==> src/usc_pkg.sv <==
// Package with register map, field positions and shared types of the serial port
package usc_pkg;
  // Register indices on the plain register port (byte addresses)
  localparam logic [2:0] ADDR_DATA   = 3'h0;
  localparam logic [2:0] ADDR_FRAME  = 3'h1;
  localparam logic [2:0] ADDR_CTRL   = 3'h2;
  localparam logic [2:0] ADDR_FLAGS  = 3'h3;
  localparam logic [2:0] ADDR_RATE   = 3'h4;

  // frame_config field positions
  localparam int FC_RX_NINE  = 7;
  localparam int FC_TX_NINE  = 6;
  localparam int FC_LEN9     = 4;
  localparam int FC_WAKE     = 3;

  // serial_control field positions
  localparam int SC_TXE_IE   = 7;
  localparam int SC_TXD_IE   = 6;
  localparam int SC_RX_IE    = 5;
  localparam int SC_IDLE_IE  = 4;
  localparam int SC_TX_EN    = 3;
  localparam int SC_RX_EN    = 2;
  localparam int SC_STANDBY  = 1;
  localparam int SC_BREAK    = 0;

  // serial_flags field positions
  localparam int SF_TX_EMPTY = 7;
  localparam int SF_TX_DONE  = 6;
  localparam int SF_RX_FULL  = 5;
  localparam int SF_IDLE     = 4;
  localparam int SF_OVERRUN  = 3;
  localparam int SF_NOISE    = 2;
  localparam int SF_FRAMING  = 1;

  // rate_select field positions
  localparam int RS_PRE_LSB  = 4;
  localparam int RS_DIV_LSB  = 0;

  // Reset values
  localparam logic [7:0] CTRL_RESET  = 8'h00;
  localparam logic [6:0] FLAGS_RESET = 7'h60;

  // Prescaler terminal counts (divide minus one)
  localparam logic [3:0] PRE_DIV1  = 4'h0;
  localparam logic [3:0] PRE_DIV3  = 4'h2;
  localparam logic [3:0] PRE_DIV4  = 4'h3;
  localparam logic [3:0] PRE_DIV13 = 4'hC;

  // Oversampling and frame lengths
  localparam logic [3:0] SUB_LAST   = 4'hF;
  localparam logic [3:0] SAMPLE_A   = 4'h7;
  localparam logic [3:0] SAMPLE_B   = 4'h8;
  localparam logic [3:0] SAMPLE_C   = 4'h9;
  localparam logic [3:0] FRAME_LEN8 = 4'hA;
  localparam logic [3:0] FRAME_LEN9 = 4'hB;
  localparam logic [3:0] ONE_BIT    = 4'h1;

  // Register port request
  typedef struct packed {
    logic       wr;
    logic       rd;
    logic [2:0] addr;
    logic [7:0] wdata;
  } usc_req_t;

  // Transmit states
  typedef enum logic [1:0] {
    TX_IDLE  = 2'b00,
    TX_SHIFT = 2'b01
  } usc_tx_state_t;

  // Receive states
  typedef enum logic [1:0] {
    RX_WAIT  = 2'b00,
    RX_START = 2'b01,
    RX_BITS  = 2'b10
  } usc_rx_state_t;
endpackage

==> src/usc_top.sv <==
// Serial port control, status, rate generator, transmitter and receiver
//
// The implementer's own choices: the register addresses and the strobed register port.
`timescale 1ns/1ps
// Behaviour
// - In 9-bit mode ninth received bit stored with data; reset keeps it
// - In 9-bit mode ninth transmit bit loaded with data; reset keeps it
// - Length bit 1 gives 9-bit characters, 0 gives 8-bit; reset keeps
// - Wake bit 1 wakes on address mark, 0 on idle line; reset keeps
// - Interrupt while transmit-empty flag and its enable set; reset clears
// - Interrupt while transmit-done flag and its enable set; reset clears
// - Interrupt on receive-full or overrun with enable set; reset clears
// - Interrupt while idle flag and its enable set; reset clears enable
// - Transmit enable starts with a preamble of 10 or 11 ones
// - Receive enable gates receiver and its interrupts; flags are kept
// - Standby bit set by software, cleared by hardware on wakeup
// - Send break emits groups of zeros, then a one when cleared
// - Transmit-empty set on load; cleared by status read then data write
// - Transmit-done set when empty and idle; same clear; reset sets
// - Receive-full set on transfer; status read then data read clears
// - Idle flag set after 10 or 11 ones; status read then data read
// - Overrun keeps old data, drops new; status read then data read
// - Noise flag with the character; status read then data read
// - Framing error on zero stop bit; overrun has priority
// - Prescaler divides by 1, 3, 4 or 13; reset clears select
// - Rate select divides by 1 to 128; reset keeps it
// - Transmit frame: start 0 first, stop 1 last
// - Sixteen samples per bit; noise set with receive-full
module usc_top (
  input  wire logic            I_CLOCK, // 200 MHz clock
  input  wire logic            I_RST,   // Synchronous reset, high
  input  wire usc_pkg::usc_req_t i_bus, // Register port request
  output logic [7:0]           o_rdata, // Read data, cycle after read
  input  wire logic            i_rx_pin, // Serial receive pin
  output logic                 o_tx_pin, // Serial transmit pin level
  output logic                 o_tx_oe,  // Transmit pin driven
  output logic                 o_irq     // Combined interrupt request
);

  ////////////////////////////////////////////////////////////////////////
  // Registers and state
  logic [7:0] tx_data;
  logic [7:0] rx_data;
  logic       rx_bit_nine, tx_bit_nine, len9, wake;
  logic [7:0] ctrl;
  logic [1:0] pre_sel;
  logic [2:0] rate_div_sel;
  logic       tx_empty_flag, tx_done_flag, rx_full_flag, idle_flag;
  logic       overrun_flag, noise_flag, framing_err_flag;
  logic [6:0] armed;
  logic [6:0] flags;
  logic       wr_data, rd_data, rd_flags;
  logic [3:0] pre_cnt;
  logic [6:0] rate_cnt;
  logic       tick;
  logic [2:0] rx_sync;
  logic       rx_level;
  logic       te_q, preamble_req, break_tail;
  usc_pkg::usc_tx_state_t tx_state;
  logic [10:0] tx_sh;
  logic [3:0]  tx_bits, tx_sub;
  logic        tx_boundary, tx_active;
  usc_pkg::usc_rx_state_t rx_state;
  logic [3:0]  rx_sub, rx_bit;
  logic [8:0]  rx_sh;
  logic [2:0]  smp;
  logic        rx_noisy, rx_done, rx_stop_ok, rx_mark;
  logic [7:0]  idle_cnt_bits;
  logic [3:0]  idle_sub;
  logic        idle_armed, idle_event;
  logic [3:0]  frame_len;

  // Terminal count of the prescaler for a select code
  function automatic logic [3:0] pre_limit(input logic [1:0] sel);
    case (sel)
      2'b00:   pre_limit = usc_pkg::PRE_DIV1;
      2'b01:   pre_limit = usc_pkg::PRE_DIV3;
      2'b10:   pre_limit = usc_pkg::PRE_DIV4;
      default: pre_limit = usc_pkg::PRE_DIV13;
    endcase
  endfunction

  // Majority of three samples
  function automatic logic maj3(input logic [2:0] s);
    maj3 = (s[0] & s[1]) | (s[1] & s[2]) | (s[0] & s[2]);
  endfunction

  ////////////////////////////////////////////////////////////////////////
  // Access decode
  assign wr_data  = i_bus.wr && (i_bus.addr == usc_pkg::ADDR_DATA);
  assign rd_data  = i_bus.rd && (i_bus.addr == usc_pkg::ADDR_DATA);
  assign rd_flags = i_bus.rd && (i_bus.addr == usc_pkg::ADDR_FLAGS);
  assign frame_len = len9 ? usc_pkg::FRAME_LEN9 : usc_pkg::FRAME_LEN8;
  assign flags = {tx_empty_flag, tx_done_flag, rx_full_flag, idle_flag,
                  overrun_flag, noise_flag, framing_err_flag};

  // Register writes of the control fields
  always_ff @(posedge I_CLOCK) begin
    if (I_RST) begin
      ctrl    <= usc_pkg::CTRL_RESET;
      pre_sel <= 2'h0;
    end else begin
      if (i_bus.wr && i_bus.addr == usc_pkg::ADDR_CTRL) begin
        ctrl <= i_bus.wdata;
      end
      if (i_bus.wr && i_bus.addr == usc_pkg::ADDR_RATE) begin
        pre_sel <= i_bus.wdata[usc_pkg::RS_PRE_LSB +: 2];
      end
      // Hardware wakeup wins over a write in the same cycle
      if (ctrl[usc_pkg::SC_STANDBY] &&
          ((!wake && idle_event) || (wake && rx_done && rx_mark))) begin
        ctrl[usc_pkg::SC_STANDBY] <= 1'b0;
      end
    end
  end

  // Fields that reset leaves untouched
  always_ff @(posedge I_CLOCK) begin
    if (i_bus.wr && i_bus.addr == usc_pkg::ADDR_FRAME) begin
      tx_bit_nine <= i_bus.wdata[usc_pkg::FC_TX_NINE];
      len9        <= i_bus.wdata[usc_pkg::FC_LEN9];
      wake        <= i_bus.wdata[usc_pkg::FC_WAKE];
    end
    if (i_bus.wr && i_bus.addr == usc_pkg::ADDR_RATE) begin
      rate_div_sel <= i_bus.wdata[usc_pkg::RS_DIV_LSB +: 3];
    end
    if (wr_data) begin
      tx_data <= i_bus.wdata;
    end
  end

  // Read data, one cycle after the strobe
  always_ff @(posedge I_CLOCK) begin
    if (I_RST) begin
      o_rdata <= 8'h00;
    end else if (i_bus.rd) begin
      case (i_bus.addr)
        usc_pkg::ADDR_DATA:  o_rdata <= rx_data;
        usc_pkg::ADDR_FRAME: o_rdata <= {rx_bit_nine, tx_bit_nine, 1'b0,
                                         len9, wake, 3'h0};
        usc_pkg::ADDR_CTRL:  o_rdata <= ctrl;
        usc_pkg::ADDR_FLAGS: o_rdata <= {flags, 1'b0};
        usc_pkg::ADDR_RATE:  o_rdata <= {2'h0, pre_sel, 1'b0, rate_div_sel};
        default:             o_rdata <= 8'h00;
      endcase
    end else begin
      o_rdata <= 8'h00;
    end
  end

  ////////////////////////////////////////////////////////////////////////
  // Rate generator: prescaler then power-of-two divider
  always_ff @(posedge I_CLOCK) begin
    if (I_RST) begin
      pre_cnt  <= 4'h0;
      rate_cnt <= 7'h00;
      tick     <= 1'b0;
    end else begin
      tick <= 1'b0;
      if (pre_cnt >= pre_limit(pre_sel)) begin
        pre_cnt <= 4'h0;
        if (rate_cnt >= 7'((8'h01 << rate_div_sel) - 8'h01)) begin
          rate_cnt <= 7'h00;
          tick     <= 1'b1;
        end else begin
          rate_cnt <= rate_cnt + 7'h01;
        end
      end else begin
        pre_cnt <= pre_cnt + 4'h1;
      end
    end
  end

  // Receive pin synchroniser; level moves when stages two and three agree
  always_ff @(posedge I_CLOCK) begin
    if (I_RST) begin
      rx_sync  <= 3'h7;
      rx_level <= 1'b1;
    end else begin
      rx_sync <= {rx_sync[1:0], i_rx_pin};
      if (rx_sync[1] == rx_sync[2]) begin
        rx_level <= rx_sync[2];
      end
    end
  end

  ////////////////////////////////////////////////////////////////////////
  // Transmitter
  assign tx_boundary = tick && (tx_state == usc_pkg::TX_IDLE ||
                       (tx_sub == usc_pkg::SUB_LAST && tx_bits == 4'h1));
  assign tx_active   = (tx_state == usc_pkg::TX_SHIFT);

  // Frame sequencing, break and preamble handling
  always_ff @(posedge I_CLOCK) begin
    if (I_RST) begin
      tx_state     <= usc_pkg::TX_IDLE;
      tx_sh        <= 11'h7FF;
      tx_bits      <= 4'h0;
      tx_sub       <= 4'h0;
      te_q         <= 1'b0;
      preamble_req <= 1'b0;
      break_tail   <= 1'b0;
    end else begin
      te_q <= ctrl[usc_pkg::SC_TX_EN];
      if (ctrl[usc_pkg::SC_TX_EN] && !te_q) begin
        preamble_req <= 1'b1;
      end
      if (tx_boundary) begin
        tx_sub <= 4'h0;
        // An enable rising in this very cycle already counts as pending
        if (ctrl[usc_pkg::SC_TX_EN] && (preamble_req || !te_q)) begin
          tx_state     <= usc_pkg::TX_SHIFT;
          tx_sh        <= 11'h7FF;
          tx_bits      <= frame_len;
          preamble_req <= 1'b0;
        end else if (ctrl[usc_pkg::SC_TX_EN] && ctrl[usc_pkg::SC_BREAK]) begin
          tx_state   <= usc_pkg::TX_SHIFT;
          tx_sh      <= 11'h000;
          tx_bits    <= frame_len;
          break_tail <= 1'b1;
        end else if (break_tail) begin
          tx_state   <= usc_pkg::TX_SHIFT;
          tx_sh      <= 11'h7FF;
          tx_bits    <= usc_pkg::ONE_BIT;
          break_tail <= 1'b0;
        end else if (ctrl[usc_pkg::SC_TX_EN] && !tx_empty_flag) begin
          tx_state <= usc_pkg::TX_SHIFT;
          tx_bits  <= frame_len;
          if (len9) begin
            tx_sh <= {1'b1, tx_bit_nine, tx_data, 1'b0};
          end else begin
            tx_sh <= {2'b11, tx_data, 1'b0};
          end
        end else begin
          tx_state <= usc_pkg::TX_IDLE;
          tx_sh    <= 11'h7FF;
          tx_bits  <= 4'h0;
        end
      end else if (tick && tx_active) begin
        tx_sub <= tx_sub + 4'h1;
        if (tx_sub == usc_pkg::SUB_LAST) begin
          tx_sh   <= {1'b1, tx_sh[10:1]};
          tx_bits <= tx_bits - 4'h1;
        end
      end
    end
  end

  assign o_tx_pin = tx_sh[0];
  assign o_tx_oe  = ctrl[usc_pkg::SC_TX_EN] || tx_active || break_tail;

  ////////////////////////////////////////////////////////////////////////
  // Receiver: sixteen samples per bit, majority of the middle three
  always_ff @(posedge I_CLOCK) begin
    if (I_RST) begin
      rx_state <= usc_pkg::RX_WAIT;
      rx_sub   <= 4'h0;
      rx_bit   <= 4'h0;
      rx_sh    <= 9'h000;
      smp      <= 3'h7;
      rx_noisy <= 1'b0;
      rx_done  <= 1'b0;
      rx_stop_ok <= 1'b0;
    end else begin
      rx_done <= 1'b0;
      if (!ctrl[usc_pkg::SC_RX_EN]) begin
        rx_state <= usc_pkg::RX_WAIT;
      end else if (tick) begin
        rx_sub <= rx_sub + 4'h1;
        if (rx_sub == usc_pkg::SAMPLE_A) smp[0] <= rx_level;
        if (rx_sub == usc_pkg::SAMPLE_B) smp[1] <= rx_level;
        if (rx_sub == usc_pkg::SAMPLE_C) smp[2] <= rx_level;
        case (rx_state)
          usc_pkg::RX_WAIT: begin
            rx_sub <= 4'h0;
            if (!rx_level) begin
              rx_state <= usc_pkg::RX_START;
              rx_noisy <= 1'b0;
            end
          end
          usc_pkg::RX_START: begin
            // Start bit must still be low at one of the first two centre samples
            if (rx_sub == usc_pkg::SAMPLE_B && rx_level && smp[0]) begin
              rx_state <= usc_pkg::RX_WAIT;
            end else if (rx_sub == usc_pkg::SUB_LAST) begin
              if (smp[0] != smp[1] || smp[1] != smp[2]) begin
                rx_noisy <= 1'b1;
              end
              rx_state <= usc_pkg::RX_BITS;
              rx_bit   <= 4'h1;
            end
          end
          usc_pkg::RX_BITS: begin
            if (rx_sub == usc_pkg::SUB_LAST) begin
              if (smp[0] != smp[1] || smp[1] != smp[2]) begin
                rx_noisy <= 1'b1;
              end
              rx_bit <= rx_bit + 4'h1;
              if (rx_bit == frame_len - 4'h1) begin
                rx_stop_ok <= maj3(smp);
                rx_done    <= 1'b1;
                rx_state   <= usc_pkg::RX_WAIT;
              end else begin
                rx_sh[rx_bit - 4'h1] <= maj3(smp);
              end
            end
          end
          default: rx_state <= usc_pkg::RX_WAIT;
        endcase
      end
    end
  end

  // Most significant bit of the character marks an address
  assign rx_mark = len9 ? rx_sh[8] : rx_sh[7];

  // Idle line detector: a full frame of ones after activity or after reset
  always_ff @(posedge I_CLOCK) begin
    if (I_RST) begin
      idle_cnt_bits <= 8'h00;
      idle_sub      <= 4'h0;
      idle_armed    <= 1'b1;
      idle_event    <= 1'b0;
    end else begin
      idle_event <= 1'b0;
      if (!ctrl[usc_pkg::SC_RX_EN] || !rx_level) begin
        idle_cnt_bits <= 8'h00;
        idle_sub      <= 4'h0;
        if (!rx_level) idle_armed <= 1'b1;
      end else if (tick) begin
        idle_sub <= idle_sub + 4'h1;
        if (idle_sub == usc_pkg::SUB_LAST) begin
          idle_cnt_bits <= idle_cnt_bits + 8'h01;
          if (idle_cnt_bits == {4'h0, frame_len} - 8'h01 && idle_armed) begin
            idle_event <= 1'b1;
            idle_armed <= 1'b0;
          end
        end
      end
    end
  end

  // Receive data buffer and ninth bit; reset leaves them as they are
  always_ff @(posedge I_CLOCK) begin
    if (rx_done && !rx_full_flag && (!ctrl[usc_pkg::SC_STANDBY] ||
        (wake && rx_mark))) begin
      rx_data     <= rx_sh[7:0];
      rx_bit_nine <= rx_sh[8];
    end
  end

  ////////////////////////////////////////////////////////////////////////
  // Status flags; a hardware set wins over a clear in the same cycle
  logic accept_rx;
  assign accept_rx = rx_done && (!ctrl[usc_pkg::SC_STANDBY] ||
                     (wake && rx_mark));

  // Flags seen set by a status read arm the later data access clear
  always_ff @(posedge I_CLOCK) begin
    if (I_RST) begin
      armed <= 7'h00;
    end else if (rd_flags) begin
      armed <= flags;
    end else if (wr_data) begin
      armed[6:5] <= 2'b00;
    end else if (rd_data) begin
      armed[4:0] <= 5'h00;
    end
  end

  // Transmit flags
  always_ff @(posedge I_CLOCK) begin
    if (I_RST) begin
      tx_empty_flag <= usc_pkg::FLAGS_RESET[6];
      tx_done_flag  <= usc_pkg::FLAGS_RESET[5];
    end else begin
      if (tx_boundary && ctrl[usc_pkg::SC_TX_EN] && te_q && !preamble_req &&
          !ctrl[usc_pkg::SC_BREAK] && !break_tail && !tx_empty_flag) begin
        tx_empty_flag <= 1'b1;
      end else if (wr_data && armed[6]) begin
        tx_empty_flag <= 1'b0;
      end
      if (tx_empty_flag && !tx_active && !preamble_req && !break_tail &&
          !ctrl[usc_pkg::SC_BREAK]) begin
        tx_done_flag <= 1'b1;
      end else if (wr_data && armed[5]) begin
        tx_done_flag <= 1'b0;
      end else if (tx_active) begin
        tx_done_flag <= 1'b0;
      end
    end
  end

  // Receive flags
  always_ff @(posedge I_CLOCK) begin
    if (I_RST) begin
      rx_full_flag     <= 1'b0;
      idle_flag        <= 1'b0;
      overrun_flag     <= 1'b0;
      noise_flag       <= 1'b0;
      framing_err_flag <= 1'b0;
    end else begin
      if (accept_rx && !rx_full_flag) begin
        rx_full_flag     <= 1'b1;
        noise_flag       <= rx_noisy;
        framing_err_flag <= !rx_stop_ok;
      end else if (rd_data) begin
        if (armed[4]) rx_full_flag     <= 1'b0;
        if (armed[1]) noise_flag       <= 1'b0;
        if (armed[0]) framing_err_flag <= 1'b0;
      end
      if (accept_rx && rx_full_flag) begin
        overrun_flag <= 1'b1;
      end else if (rd_data && armed[2]) begin
        overrun_flag <= 1'b0;
      end
      if (idle_event && !ctrl[usc_pkg::SC_STANDBY]) begin
        idle_flag <= 1'b1;
      end else if (rd_data && armed[3]) begin
        idle_flag <= 1'b0;
      end
    end
  end

  ////////////////////////////////////////////////////////////////////////
  // Interrupt request; receiver sources gated by enable and standby
  logic rx_irq_ok;
  assign rx_irq_ok = ctrl[usc_pkg::SC_RX_EN] && !ctrl[usc_pkg::SC_STANDBY];
  assign o_irq =
      (tx_empty_flag && ctrl[usc_pkg::SC_TXE_IE])
    | (tx_done_flag && ctrl[usc_pkg::SC_TXD_IE])
    | (rx_irq_ok && ctrl[usc_pkg::SC_RX_IE] &&
       (rx_full_flag || overrun_flag))
    | (rx_irq_ok && ctrl[usc_pkg::SC_IDLE_IE] && idle_flag);

endmodule

==> config.mk <==
export PLATFORM = sky130hd
export DESIGN_NAME = usc_top
export DESIGN_NICKNAME = d
export VERILOG_FILES = /design/src/usc_pkg.sv /design/src/usc_top.sv
export SDC_FILE = /design/constraint.sdc
export NUM_CORES = 1
export LEC_CHECK = 0
export BUFFER_PORTS_ARGS = -buffer_cell sky130_fd_sc_hd__buf_4
export CORE_MARGIN = 2
export CORE_UTILIZATION = 55
export DETAILED_ROUTE_END_ITERATION = 10
export GPL_ROUTABILITY_DRIVEN = 0
export PLACE_DENSITY = 0.78
export RECOVER_POWER = 50
export SLEW_MARGIN = 20
export SYNTH_ARGS = -nofsm -noshare
export SYNTH_HDL_FRONTEND = slang
export SYNTH_SLANG_ARGS = --single-unit
==> constraint.sdc <==
create_clock -name I_CLOCK -period 2.6 [get_ports I_CLOCK]
set_input_delay 0 -clock I_CLOCK [delete_from_list [all_inputs] [get_ports I_CLOCK]]
set_output_delay 0 -clock I_CLOCK [all_outputs]
set_load 0.03 [all_outputs]
Yosys cells after proc, flatten, opt, wreduce, memory -nomap -nowiden
Cells that the tools add are included.
W data, S select, Z words.
{"block": "word_totals", "output_inout_bits": 11, "regBits": 134}
{"block": "op_classes", "n_mux": 75, "n_addsub": 12, "shifts": 1, "bitwise_logic": 17, "n_reduce_logical": 118, "n_eq_ne": 29, "magnitude_cmp": 4}
{"cell": "$mux W11", "count": 7}
{"cell": "$logic_and A1 B1 Y1", "count": 49}
{"cell": "$mux W4", "count": 12}
{"cell": "$pmux W8 S5", "count": 1}
{"cell": "$mux W1", "count": 38}
{"cell": "$reduce_bool A2 Y1", "count": 15}
{"cell": "$add A4 B1 Y4 const B", "count": 5}
{"cell": "$eq A4 B4 Y1 const B", "count": 5}
{"cell": "$reduce_and A5 Y1", "count": 4}
{"cell": "$reduce_or A2 Y1", "count": 9}
{"cell": "$reduce_and A2 Y1", "count": 8}
{"cell": "$mux W7", "count": 2}
{"cell": "$logic_not A1 Y1", "count": 12}
{"cell": "$mux W2", "count": 6}
{"cell": "$ne A2 B2 Y1 const B", "count": 6}
{"cell": "$pmux W4 S3", "count": 1}
{"cell": "$sub A4 B1 Y4 const B", "count": 3}
{"cell": "$mux W10", "count": 1}
{"cell": "$mux W5", "count": 2}
{"cell": "$bwmux W9", "count": 1}
{"cell": "$logic_or A1 B1 Y1", "count": 9}
{"cell": "$not A1 Y1", "count": 9}
{"cell": "$reduce_and A3 Y1", "count": 3}
{"cell": "$add A8 B1 Y8 const B", "count": 1}
{"cell": "34 further kinds", "count": 47}

Depth between registers and ports, before layout
{"block": "logic_depth", "depth_word": 11, "depth_mapped": 8, "mapped_depth_nobuf": 8}

Worst setup path before layout
OpenSTA, ideal clock, no wires.
{"block": "synth_timing", "kind": "register to register", "startpoint": "register rate_div_sel[1]", "endpoint": "register rate_cnt[5]", "slack_ns": 0.617, "path_buffers": 0, "setup_time_ns": 0.059, "arrival_ns": 1.924, "period_less_slack_ns": 1.983, "stages_incl_launch_ff": 8, "path_cell_list": "edfxtp_1 -> or3_1 -> ha_1 -> nor2b_1 -> o21ai_0 -> a211o_1 -> nor2_1 -> a22o_1"}
{"block": "synth_between", "elab_chain_len": 4}
{"element": "start: declaration", "line_no": "usc_top.sv:47", "source": "logic [2:0] rate_div_sel;"}
{"element": "start signal: assignment", "line_no": "usc_top.sv:125", "source": "rate_div_sel <= i_bus.wdata[usc_pkg::RS_DIV_LSB +: 3];"}
{"element": "$shl A1 B3 Y7", "line_no": "usc_top.sv:162", "source": "if (rate_cnt >= 7'((8'h01 << rate_div_sel) - 8'h01)) begin"}
{"element": "$sub A7 B1 Y7", "line_no": "usc_top.sv:162"}
{"element": "$ge A7 B7 Y1", "line_no": "usc_top.sv:162"}
{"element": "$mux W7", "line_no": "usc_top.sv:162"}
{"element": "end signal: assignment", "line_no": "usc_top.sv:166", "source": "rate_cnt <= rate_cnt + 7'h01;"}
{"element": "end: declaration", "line_no": "usc_top.sv:54", "source": "logic [6:0] rate_cnt;"}
Every way passes these cells.
A chain may end at the register's enable or synchronous reset.

Final worst setup path
Same ends and word-level chain as after synthesis.

==> metrics.yaml <==
max_freq_ghz: 0.448
cts.repair_timing.setup_buffer_count: 0
slew-limit-headroom_pct: 42.7
grt_max_degree: 49
hold_path_class: "in2reg"
maxCapViolations: 0
end_kind: "flop"
yosys_warnings: 0
synth_top_flop_cell: "dfxtp_1"
core_um2: 11400
synth.avg_cell_area_um2: 9.59
wl_on_met1_um: 5950
postSynthRegisterBits: 133
outcome: "finished, final reports clean"
routed_wl_um: 13500
leakage_nw: 2.76
placed_cell_area_um2: 6620
report.final.hold_viol_count: 0
power.density_cell_area_nw_per_um2: 658
route.met3.wl_um: 681
synth_seq_area_share_pct: 45.4
critPathBufInv: 0
final_period_minus_worst_setup_slack_ps: 2230
report.final.slew_viol_count: 0
drive_above_1_share_pct: 9.62
grt_pass1_wl_um: 22700
synth_fp_nets: 715
number_of_endpoints_failing_setup_at_the_final_stage: 0
cts.sink_count: 133
routed_wire_length_per_instance_um: 15.9
antenna_found_initial: 0
synth-edff-count: 23
synthesis.instances: 664
vias: 4979
globalRoute.totalOverflow: 0
floorplan.initialDensity_pct: 56.0
clock_latency_ps: 420
clk_transition_reported_paths_ps: 60
sum_of_met2_wire_segment_lengths_after_detailed_routing_um: 6610
drt_iter0_markers: 349
fp.dieW_um: 112
grt_pass1_vias: 4875
slew_worst_pin_ps: 859
critical_path_required_ps: 2950
timing.final.crit_share_pct: 85.9
drt_drc_violations_left: 0
finalNetCount: 745
mappedNetlistArea_um2: 6370
clock_path_buffers: 2
placement_rows: 39
grt_usage_pct: 22.5
place.port_buffers: 26
drt-vias-per-instance: 5.86
crit_path_max_fo: 7
die_height_um: 112
path_cells: "or3_1 > ha_1 > nor2b_1 > o21ai_0 > a211o_1 > nor2_1 > a22o_1"
io_pins: 27
dp.final_hpwl_um: 9300
irDropWorstVdd_v: 0.000673
cts_tree: "done"
layout_commonest_cell: "dfxtp_1"
place_ws_ps: 401
ant_nets: 0
uppermost_routed_layer: "met4"
slowest_stage: "edfxtp_1"
timing.critical_path.from_type: "flop"
cpPeakStageDelay_ps: 460
number_of_cts_inserted_buffers: 17
totalPowerFinal_mw: 4.79
rsz0062_at_grt: "no"
tns_ps: 0
setup_ws_ps: 368
highest_count_cells_in_the_layout_ignoring_fill_and_taps: "110 x dfxtp_1, 71 x nor2_1, 45 x nand2_1, 38 x a21oi_1, 35 x ha_1"
clock_tree.root_cell: "clkbuf_16"
critical_path.top_delay_family: "simple AND/OR/NAND/NOR gates"
critical_path_arrival_ps: 2590
final_area_um2: 7280
insertedDiodeCount: 0
flow.area_growth_from_synthesis_pct: 14.3
clock_tree.htree_level_count: 4
finClkSkew_ps: 5.10
die_area_um2: 12500
share_of_flip_flops_with_an_asynchronous_set_or_reset_pct: 0
critPathKind: "reg2reg"
drt_pre_antenna_iters: 5
synth.lib_cells_used.distinct: 71
[worst min-delay path, stage by stage]
cell and delay [ps]:
buf_4 180, nor2_1 110, a21oi_1 50, nor3_1 110
[sequential cells by signal, indices dropped and copies added (netlist names), 7 cells and up]
signal and flops:
tx_sh 11, rx_sh 9, ctrl 8, idle_cnt_bits 8
o_rdata 8, rx_data 8, tx_data 8, armed 7
rate_cnt 7
[stage by stage]
step / utilization, % / hold slack (ps) / std cells
2_1_floorplan: - / 98.9 / 664
3_3_place_gp: 58.2 / 200 / 805
3_5_place_dp: 58.2 / 196 / 805
4_1_cts: 64.8 / 76.6 / 850
5_1_grt: 64.0 / 108 / 850
6_report: 64.0 / 82.5 / 850
[power breakdown]
group | switching, mW | internal, mW | leakage [nW]
Sequential | 0.0242 | 2.12 | 1.10
Combinational | 0.116 | 0.0856 | 1.36
Clock | 0.854 | 1.59 | 0.300
Total | 0.994 | 3.80 | 2.76
[logic make-up after synthesis]
family / synth area share, %
buffers and inverters: 4.18
multiplexers: 6.33
XOR/XNOR: 2.34
AND/OR/NAND/NOR: 20.0
AO/OA/AOI/OAI: 14.9
flip-flops: 45.4
adder cells (fa/ha/maj): 6.88
[Yosys cell counts (6+ instances only)]
library cell | instances | share of area [%]
a211o_1 | 10 | 1.4
a21oi_1 | 38 | 3.0
a22oi_1 | 11 | 1.3
and3_1 | 9 | 0.88
buf_2 | 8 | 0.63
buf_4 | 6 | 0.71
clkbuf_1 | 17 | 1.0
dfxtp_1 | 110 | 35
edfxtp_1 | 23 | 11
ha_1 | 35 | 6.9
inv_1 | 26 | 1.5
mux2i_1 | 29 | 4.6
nand2_1 | 45 | 2.7
nand2b_1 | 18 | 1.8
nand3_1 | 27 | 2.1
nor2_1 | 71 | 4.2
nor2b_1 | 14 | 1.4
nor3_1 | 8 | 0.63
nor3b_1 | 7 | 0.83
o21ai_0 | 32 | 2.5
or2_2 | 8 | 0.79
xor2_1 | 12 | 1.7
[final timing paths]
check | startpoint | to | slack (ps) | cells past startpoint
hold reg to reg | rx_sync[0] | rx_sync[1] | 410 | 1
setup / recovery | rate_div_sel[1] | rate_cnt[5] | 370 | 7
setup reg to reg | rate_div_sel[1] | rate_cnt[5] | 370 | 7
hold / removal | i_bus[9] | o_rdata[0] | 80 | 4
[cell type report]
class / count / area [µm²]
Sequential cell: 133 / 2890
Tap cell: 143 / 179
Fill cell: 918 / 4090
Clock inverter: 7 / 90.1
Timing Repair Buffer: 45 / 290
Clock buffer: 25 / 527
Multi-Input combinational cell: 471 / 3200
Inverter: 26 / 97.6
[per-layer routing]
metal	up-vias	global-route usage (%)
met5	-	0
met4	0	10.4
met3	27	5.55
met2	156	38.1
met1	2373	27.2
li1	2423	-
[repair_timing]
| action | CTS | global route |
|---|---|---|
| hold endpoints to repair | 33 | 0 |
| gates resized for setup | 0 | 0 |
| hold buffers | 13 | 0 |
Power figures use the tool's default switching activity.
